===== src/scd_pkg.sv =====
package scd_pkg;

  // ****************************************
  // bus and port map
  // ****************************************
  localparam int ADDR_W    = 15;
  localparam int DATA_W    = 32;
  localparam int NUM_PORTS = 3;
  localparam int OFS_W     = 13;
  localparam logic [NUM_PORTS-1:0][ADDR_W-1:0] PORT_BASE =
    {15'h4000, 15'h2000, 15'h0000};

  // ****************************************
  // register offsets within a port
  // ****************************************
  localparam logic [OFS_W-1:0] LINK_CTL_OFS  = 13'h0050;
  localparam logic [OFS_W-1:0] MSI_CAP_OFS   = 13'h00C8;
  localparam logic [OFS_W-1:0] SW_CTL_OFS    = 13'h0404;
  localparam logic [OFS_W-1:0] SW_STS_OFS    = 13'h0408;
  localparam logic [OFS_W-1:0] TEST_MODE_OFS = 13'h040C;
  localparam logic [OFS_W-1:0] PHY_STATE_OFS = 13'h0410;

  // ****************************************
  // field positions and reset values
  // ****************************************
  localparam int HOT_RESET_BIT    = 0;
  localparam int FULL_RESET_BIT   = 1;
  localparam int LINK_DISABLE_BIT = 4;
  localparam int LINK_RETRAIN_BIT = 5;
  localparam int FULL_RETRAIN_BIT = 0;
  localparam int MSI_ENABLE_BIT   = 16;
  localparam int STS_PENDING_BIT  = 0;
  localparam int STS_LINK_DISABLE_BIT_LSB     = 1;
  localparam logic [15:0] LINK_CTL_RST  = 16'h0000;
  localparam logic [31:0] TEST_MODE_RST = 32'h0000_0000;
  localparam logic [7:0]  MSI_CAP_ID    = 8'h05;

  // ****************************************
  // deferred action word
  // ****************************************
  localparam int ACT_HOT      = 0;
  localparam int ACT_FULL     = 1;
  localparam int ACT_RET_LSB  = 2;
  localparam int ACT_FLR_LSB  = 5;
  localparam int ACT_UPD_LSB  = 8;
  localparam int ACT_VAL_LSB  = 11;
  localparam int ACT_W        = 14;

  // ****************************************
  // timing
  // ****************************************
  localparam int unsigned DEFER_TIME_MS     = 1;
  localparam int unsigned CLK_FREQ_HZ       = 200000000;
  localparam int unsigned DEFER_CYCLES_DFLT =
    DEFER_TIME_MS * (CLK_FREQ_HZ / 1000);

  typedef enum logic [1:0] {
    SCD_T_IDLE = 2'b01,
    SCD_T_WAIT = 2'b10
  } scd_tstate_t;

endpackage : scd_pkg


===== src/scd_defer_if.sv =====
`timescale 1ns/10ps
interface scd_defer_if;
  import scd_pkg::*;
  logic             start;
  logic [ACT_W-1:0] actions;
  logic             pending;
  logic             fire;
  logic [ACT_W-1:0] fire_actions;

  modport timer (input start, actions, output pending, fire, fire_actions);
  modport ctrl  (output start, actions, input pending, fire, fire_actions);
endinterface : scd_defer_if


===== src/scd_config_decode.sv =====
//
// Contract
// - every visible register lives in one port
// - system address is port base plus offset
// - upstream port space based at 0x0000
// - downstream ports based at 0x2000 and 0x4000
// - undefined offsets read as zero
// - undefined writes complete, change nothing
// - switch control, status, test only upstream
// - msi capability only in downstream ports
// - hot reset bit resets whole switch
// - full reset, link bits, retrain are deferred
// - completion goes out before the action
// - action starts 1 ms after completion
// - link control word at offset 0x050
//
`timescale 1ns/10ps
module scd_config_decode #(
  parameter int unsigned DEFER_CYCLES = scd_pkg::DEFER_CYCLES_DFLT
) (
  // clock and reset
  input  wire logic                              clk,
  input  wire logic                              srst,
  // avalon-mm slave
  input  wire logic [scd_pkg::ADDR_W-1:0]        avs_address,
  input  wire logic                              avs_read,
  input  wire logic                              avs_write,
  input  wire logic [scd_pkg::DATA_W-1:0]        avs_writedata,
  input  wire logic [3:0]                        avs_byteenable,
  output logic      [scd_pkg::DATA_W-1:0]        avs_readdata,
  output logic                                   avs_waitrequest,
  // deferred actions
  output logic                                   hot_reset_pulse,
  output logic                                   full_reset_pulse,
  output logic      [scd_pkg::NUM_PORTS-1:0]     link_retrain_pulse,
  output logic      [scd_pkg::NUM_PORTS-1:0]     full_link_retrain_pulse,
  output logic      [scd_pkg::NUM_PORTS-1:0]     link_disable,
  output logic                                   deferral_pending
);
  import scd_pkg::*;

  // ****************************************
  // address decode
  // ****************************************
  logic [OFS_W-1:0]     offset;
  logic [NUM_PORTS-1:0] port_hit;
  logic [NUM_PORTS-1:0] hit_link;
  logic [NUM_PORTS-1:0] hit_phy;
  logic [NUM_PORTS-1:0] hit_msi;
  logic                 hit_switch_control_reg;
  logic                 hit_swsts;
  logic                 hit_test;
  logic                 hit_any;
  logic                 wait_reg;
  logic                 wr_acc;
  logic                 rd_acc;

  assign offset  = {avs_address[OFS_W-1:2], 2'b00};
  assign wr_acc  = avs_write && !wait_reg;
  assign rd_acc  = avs_read && !wait_reg;
  assign hit_any = |{hit_link, hit_phy, hit_msi, hit_switch_control_reg, hit_swsts,
                     hit_test};

  // ****************************************
  // per-port registers
  // ****************************************
  logic [NUM_PORTS-1:0][15:0]       link_ctl_reg;
  logic [NUM_PORTS-1:0]             msi_en_reg;
  logic [NUM_PORTS-1:0][DATA_W-1:0] port_rdata;
  logic [31:0]                      test_mode_reg;
  logic [DATA_W-1:0]                rdata_mux;
  logic                             sw_rst_fire;
  logic [ACT_W-1:0]                 act_word;
  logic                             link_wr_lo;

  scd_defer_if dif ();

  assign link_wr_lo = wr_acc && avs_byteenable[0];

  genvar p;
  generate
    for (p = 0; p < NUM_PORTS; p++) begin : g_port
      logic [DATA_W-1:0] msi_word;
      // base high bits select the port, one space per port
      assign port_hit[p] = avs_address[ADDR_W-1:OFS_W] ==
                           PORT_BASE[p][ADDR_W-1:OFS_W];
      assign hit_link[p] = port_hit[p] && offset == LINK_CTL_OFS;
      assign hit_phy[p]  = port_hit[p] && offset == PHY_STATE_OFS;
      if (p == 0) begin : g_up
        assign hit_msi[p] = 1'b0;
        assign msi_word   = '0;
      end else begin : g_dn
        assign hit_msi[p] = port_hit[p] && offset == MSI_CAP_OFS;
        assign msi_word   = {15'h0000, msi_en_reg[p], 8'h00, MSI_CAP_ID};
      end
      assign port_rdata[p] =
        hit_link[p] ? {16'h0000, link_ctl_reg[p]} :
        hit_msi[p]  ? msi_word : '0;

      // retrain is a trigger, it never reads back
      always_ff @(posedge clk) begin
        if (srst || sw_rst_fire) begin
          link_ctl_reg[p] <= LINK_CTL_RST;
        end else if (wr_acc && hit_link[p]) begin
          if (avs_byteenable[0]) begin
            link_ctl_reg[p][7:0] <= avs_writedata[7:0] &
                                    ~(8'h01 << LINK_RETRAIN_BIT);
          end
          if (avs_byteenable[1]) begin
            link_ctl_reg[p][15:8] <= avs_writedata[15:8];
          end
        end
      end

      always_ff @(posedge clk) begin
        if (srst || sw_rst_fire) begin
          msi_en_reg[p] <= 1'b0;
        end else if (wr_acc && hit_msi[p] && avs_byteenable[2]) begin
          msi_en_reg[p] <= avs_writedata[MSI_ENABLE_BIT];
        end
      end

      // side-effect fields go to the deferral timer, not straight out
      assign act_word[ACT_RET_LSB+p] = link_wr_lo && hit_link[p] &&
        avs_writedata[LINK_RETRAIN_BIT];
      assign act_word[ACT_FLR_LSB+p] = link_wr_lo && hit_phy[p] &&
        avs_writedata[FULL_RETRAIN_BIT];
      assign act_word[ACT_UPD_LSB+p] = link_wr_lo && hit_link[p];
      // value bit carries the disable bit; any lane-0 link control write starts the timer
      assign act_word[ACT_VAL_LSB+p] = link_wr_lo && hit_link[p] &&
        avs_writedata[LINK_DISABLE_BIT];
    end
  endgenerate

  // ****************************************
  // upstream-only global registers
  // ****************************************
  assign hit_switch_control_reg = port_hit[0] && offset == SW_CTL_OFS;
  assign hit_swsts = port_hit[0] && offset == SW_STS_OFS;
  assign hit_test  = port_hit[0] && offset == TEST_MODE_OFS;

  assign act_word[ACT_HOT]  = link_wr_lo && hit_switch_control_reg &&
                              avs_writedata[HOT_RESET_BIT];
  assign act_word[ACT_FULL] = link_wr_lo && hit_switch_control_reg &&
                              avs_writedata[FULL_RESET_BIT];

  // completion and timer start share the accepting edge
  assign dif.start   = |act_word;
  assign dif.actions = act_word;
  assign sw_rst_fire = dif.fire &&
    (dif.fire_actions[ACT_HOT] || dif.fire_actions[ACT_FULL]);

  always_ff @(posedge clk) begin
    if (srst || sw_rst_fire) begin
      test_mode_reg <= TEST_MODE_RST;
    end else if (wr_acc && hit_test) begin
      for (int b = 0; b < 4; b++) begin
        if (avs_byteenable[b]) begin
          test_mode_reg[8*b +: 8] <= avs_writedata[8*b +: 8];
        end
      end
    end
  end

  // undefined offsets fall through every term and yield zero
  always_comb begin
    rdata_mux = '0;
    for (int i = 0; i < NUM_PORTS; i++) begin
      rdata_mux = rdata_mux | port_rdata[i];
    end
    if (hit_test) begin
      rdata_mux = test_mode_reg;
    end
    if (hit_swsts) begin
      rdata_mux = '0;
      rdata_mux[STS_PENDING_BIT] = dif.pending;
      rdata_mux[STS_LINK_DISABLE_BIT_LSB +: NUM_PORTS] = link_disable;
    end
  end

  // ****************************************
  // avalon handshake, one wait state
  // ****************************************
  always_ff @(posedge clk) begin
    if (srst) begin
      wait_reg     <= 1'b1;
      avs_readdata <= '0;
    end else begin
      wait_reg     <= !((avs_read || avs_write) && wait_reg);
      avs_readdata <= rdata_mux;
    end
  end
  assign avs_waitrequest = wait_reg;

  scd_defer_timer #(
    .DEFER_CYCLES (DEFER_CYCLES)
  ) u_timer (
    .clk  (clk),
    .srst (srst),
    .dif  (dif)
  );

  // ****************************************
  // action outputs
  // ****************************************
  // late completions are the root's problem once the action runs
  always_ff @(posedge clk) begin
    if (srst) begin
      hot_reset_pulse         <= 1'b0;
      full_reset_pulse        <= 1'b0;
      link_retrain_pulse      <= '0;
      full_link_retrain_pulse <= '0;
      link_disable            <= '0;
      deferral_pending        <= 1'b0;
    end else begin
      hot_reset_pulse  <= dif.fire && dif.fire_actions[ACT_HOT];
      full_reset_pulse <= dif.fire && dif.fire_actions[ACT_FULL];
      link_retrain_pulse <= dif.fire ?
        dif.fire_actions[ACT_RET_LSB +: NUM_PORTS] : '0;
      full_link_retrain_pulse <= dif.fire ?
        dif.fire_actions[ACT_FLR_LSB +: NUM_PORTS] : '0;
      // pending drops with the action so status and outputs agree
      deferral_pending <= dif.pending && !dif.fire;
      for (int i = 0; i < NUM_PORTS; i++) begin
        if (sw_rst_fire) begin
          link_disable[i] <= 1'b0;
        end else if (dif.fire && dif.fire_actions[ACT_UPD_LSB+i]) begin
          link_disable[i] <= dif.fire_actions[ACT_VAL_LSB+i];
        end
      end
    end
  end

  logic [31:0] since_start;
  always_ff @(posedge clk) begin
    if (srst || dif.start) begin
      since_start <= '0;
    end else if (dif.pending) begin
      since_start <= since_start + 32'd1;
    end
  end
endmodule : scd_config_decode


===== src/scd_defer_timer.sv =====
`timescale 1ns/10ps
module scd_defer_timer #(
  parameter int unsigned DEFER_CYCLES = scd_pkg::DEFER_CYCLES_DFLT
) (
  // clock and reset
  input  wire logic clk,
  input  wire logic srst,
  // deferral channel
  scd_defer_if.timer dif
);
  import scd_pkg::*;

  localparam int CNT_W = $clog2(DEFER_CYCLES + 1);
  localparam logic [CNT_W-1:0] CNT_LOAD = CNT_W'(DEFER_CYCLES);
  localparam logic [CNT_W-1:0] CNT_ONE  = CNT_W'(1);

  scd_tstate_t      state_reg;
  logic [CNT_W-1:0] cnt_reg;
  logic [ACT_W-1:0] held_reg;
  logic             expire;

  assign expire           = (state_reg == SCD_T_WAIT) && (cnt_reg == CNT_ONE)
                            && !dif.start;
  assign dif.fire         = expire;
  assign dif.fire_actions = held_reg;
  assign dif.pending      = (state_reg == SCD_T_WAIT);

  // a new trigger merges and restarts, so each request fires once
  always_ff @(posedge clk) begin
    if (srst) begin
      state_reg <= SCD_T_IDLE;
      cnt_reg   <= '0;
      held_reg  <= '0;
    end else begin
      case (state_reg)
        SCD_T_IDLE: begin
          if (dif.start) begin
            state_reg <= SCD_T_WAIT;
            cnt_reg   <= CNT_LOAD;
            held_reg  <= dif.actions;
          end
        end
        SCD_T_WAIT: begin
          if (dif.start) begin
            cnt_reg  <= CNT_LOAD;
            held_reg <= held_reg | dif.actions;
          end else if (expire) begin
            state_reg <= SCD_T_IDLE;
            held_reg  <= '0;
          end else begin
            cnt_reg <= cnt_reg - CNT_ONE;
          end
        end
        default: state_reg <= SCD_T_IDLE;
      endcase
    end
  end

endmodule : scd_defer_timer


===== config.mk =====
export PLATFORM = sky130hd
export DESIGN_NAME = scd_config_decode
export DESIGN_NICKNAME = d
export VERILOG_FILES = /design/src/scd_pkg.sv /design/src/scd_defer_if.sv /design/src/scd_config_decode.sv /design/src/scd_defer_timer.sv
export SDC_FILE = /design/constraint.sdc
export NUM_CORES = 1
export LEC_CHECK = 0
export BUFFER_PORTS_ARGS = -buffer_cell sky130_fd_sc_hd__buf_4
export CAP_MARGIN = 25
export CORE_AREA = 2 2 109 111
export CTS_CLUSTER_SIZE = 30
export DETAILED_ROUTE_END_ITERATION = 6
export DIE_AREA = 0 0 111 113
export GPL_TIMING_DRIVEN = 0
export PLACE_DENSITY_LB_ADDON = 0.08
export SLEW_MARGIN = 20
export SYNTH_ARGS = -nofsm -noshare
export SYNTH_HDL_FRONTEND = slang
export SYNTH_HIERARCHICAL = 1
export SYNTH_SLANG_ARGS = --single-unit

===== constraint.sdc =====
create_clock -name clk -period 5.3 [get_ports clk]
set_input_delay 0.795 -clock clk [delete_from_list [all_inputs] [get_ports clk]]
set_output_delay 0.795 -clock clk [all_outputs]
set_load 0.02 [all_outputs]

==> results_dict.tcl <==
set metrics [dict create \
    ant_nets 0 \
    finalCritPeriodShare_pct 85.5 \
    reg2reg_depth 12 \
    area_growth_syn_to_layout_pct 23.1 \
    synth_cell_types 62 \
    rsz0062_at_grt "no" \
    cp.arrival_ns 4.81 \
    nets 951 \
    synth_edf_count 0 \
    vias 6623 \
    tns_ns 0 \
    drc 0 \
    drt-total-wl_microns 19600 \
    cp-end-kind "flop" \
    syn_area_sq_um 6780 \
    cts_tree "done" \
    first_global_vias 6077 \
    ys_seq_area_share_pct 46.7 \
    relSlewSlack_pct 30.9 \
    dieWidth_microns 111 \
    clkTransAtPathRegs_ns 0.06 \
    use_met3_pct 7.98 \
    setup_viol 0 \
    n_antenna_cell 0 \
    worst-setup-path-type "primary input to flop" \
    fillCellCount 840 \
    hold_slack_ns 0.461 \
    htreeDepth 4 \
    yosysWarnings 6 \
    grt_max_degree 17 \
    hpwl_microns 14300 \
    syn-num-nets 836 \
    globalRouteMet1Util_pct 43.2 \
    status "completed" \
    post_cts_buffers 0 \
    synth_area_per_cell_sq_um 8.73 \
    drt_iter0_markers 774 \
    core_area_sq_um 11300 \
    start_util_pct 60.2 \
    fmax_ghz 0.221 \
    wl_per_cell_microns 18.7 \
    path_max_fanout 10 \
    cts_resized 0 \
    place_congestion 0.903 \
    p_per_area_nw_per_um2 319 \
    largest_register_ffs 45 \
    fin_crit_ns 4.53 \
    hold_path.class "flop to flop" \
    clock_path_buffers 2 \
    synth-seq-cells 158 \
    synth_cells 777 \
    leakage_nw 3.13 \
    synth_ff_type "dfxtp_1" \
    multi_input_area_sq_um 3280 \
    overflow 0 \
    busiest_layer "met2" \
    clk_latency_ns 0.43 \
    vias_per_cell 6.32 \
    maxCapViolCount 0 \
    num_rows 39 \
    hold_viol_final 0 \
    power_w 0.00266 \
    antenna_found_initial 0 \
    layout-drive-gt1-share_pct 19.2 \
    drv_slew 0 \
    clock-sinks 158 \
    ios 100 \
    worstMarginPinSlew_ns 1.02 \
    die_h_microns 113 \
    numCtsBuffers 17 \
    numPortBuffers 96 \
    die_area_sq_um 12500 \
    grt_usage_pct 31.5 \
    synthArstFlopShare_pct 0 \
    grt_first_pass_wirelength_microns 31600 \
    use_met2_pct 49.2 \
    start_kind "primary input" \
    cp.required_ns 5.58 \
    irDropWorstVdd_v 0.000314 \
    ctsRootBufferMaster "clkbuf_16" \
    fin_skew_ns 0.00635 \
    hold_depth 1 \
    drt_pass1_iterations 7 \
    register_area_sq_um 3160 \
    cts_hold_buf 0 \
]
synth_stat cells, drive strengths merged (4+ instances only):
master	n	area (sq um)
inv	7	26.3
nand2	33	124
nor2b	4	25.0
or4	9	72.6
nand2b	5	31.3
or3	15	106
nor2	18	67.6
xor2	4	35.0
buf	22	149
nor3	4	25.0
mux2i	4	40.0
and3b	4	35.0
a22o	26	228
nor4b	6	67.6
o31ai	4	30.0
and3	29	181
a31oi	6	37.5
o211ai	4	35.0
or4b	5	50.1
a221oi	12	105
dfxtp	158	3160
ha	4	50.1
nor4	9	114
and2	14	87.6
clkbuf	44	166
o21ai	118	594
nand3	84	420
o2bb2ai	4	35.0
a21oi	99	499
nand3b	4	30.0
cell usage in the layout (no fill, tap or decap), drive strengths merged, types with 5 or more instances in the layout:
| cell type | instances |
|---|---|
| or3 | 15 |
| or4 | 9 |
| clkinv | 5 |
| nor4b | 6 |
| a221oi | 12 |
| nor2 | 18 |
| bufinv | 5 |
| dfxtp | 158 |
| clkbuf | 63 |
| nor4 | 9 |
| a31oi | 6 |
| nand3 | 84 |
| a22o | 26 |
| and3 | 29 |
| buf | 118 |
| o21ai | 118 |
| nand2b | 5 |
| and2 | 14 |
| a21oi | 99 |
| nand2 | 33 |
| or4b | 5 |
| inv | 7 |
worst paths after layout:
kind                                             startpoint                         end  slack, ns
worst max-delay path                        avs_address[14]           test_mode_reg[23]       0.77
worst min-delay path            u_timer/dif.fire_actions[5]  full_link_retrain_pulse[0]       0.46
worst max register to register              avs_waitrequest           test_mode_reg[23]       1.13
worst min register to register  u_timer/dif.fire_actions[5]  full_link_retrain_pulse[0]       0.46
logic make-up after synthesis:
family | Yosys count | share of synthesized area (%)
and+or+nand+nor | 252 | 22.3
muxes | 4 | 0.591
DFF | 158 | 46.7
xor gates and xnor gates | 4 | 0.517
buffers and inverters | 73 | 5.04
AOI/OAI and AO/OA | 282 | 24.2
adders and majority gates | 4 | 0.738
routing by layer:
layer,up-vias,share of wire [%]
met1,3068,42
met4,0,1.9
met5,-,0
met3,46,10
li1,3116,-
met2,393,46
stage by stage:
step / setup WS [ns] / cells / utilization (%) / instance area (sq um)
3_3_place_gp: 0.560 / 1016 / 68.1 / 7680
3_5_place_dp: 0.497 / 1016 / 68.1 / 7680
6_report: 0.768 / 1048 / 74.0 / 8350
5_1_grt: 0.521 / 1048 / 74.0 / 8350
4_1_cts: 0.911 / 1048 / 74.0 / 8350
2_1_floorplan: 1.64 / 777 / - / 6780
layout make-up:
class,count,area share [%]
repair buffers,96,8.64
well taps,143,2.14
plain buffers,66,3.78
inverters,7,0.315
multi-input cells,546,39.3
clock inverters,13,2.55
clock buffers,19,5.43
flip-flops and latches,158,37.9
power breakdown:
part	switching (W)	internal [W]
clock network	0.000488	0.000862
logic	0.0000796	0.0000420
registers	0.00000148	0.00119
total	0.000569	0.00209
critical path, cell delays in order:
cell      delay (ns)
buf_4           0.09
or2_2           0.10
buf_1           0.42
nor3_1          0.26
a22o_1          0.26
a221o_1         0.35
nor4b_1         0.37
nand2_1         0.21
nor3_1          0.27
clkbuf_1        0.38
o21ai_0         0.21
nand2_1         0.42
clkbuf_1        0.58
a21oi_1         0.09
(Power assumes the default switching activity.)
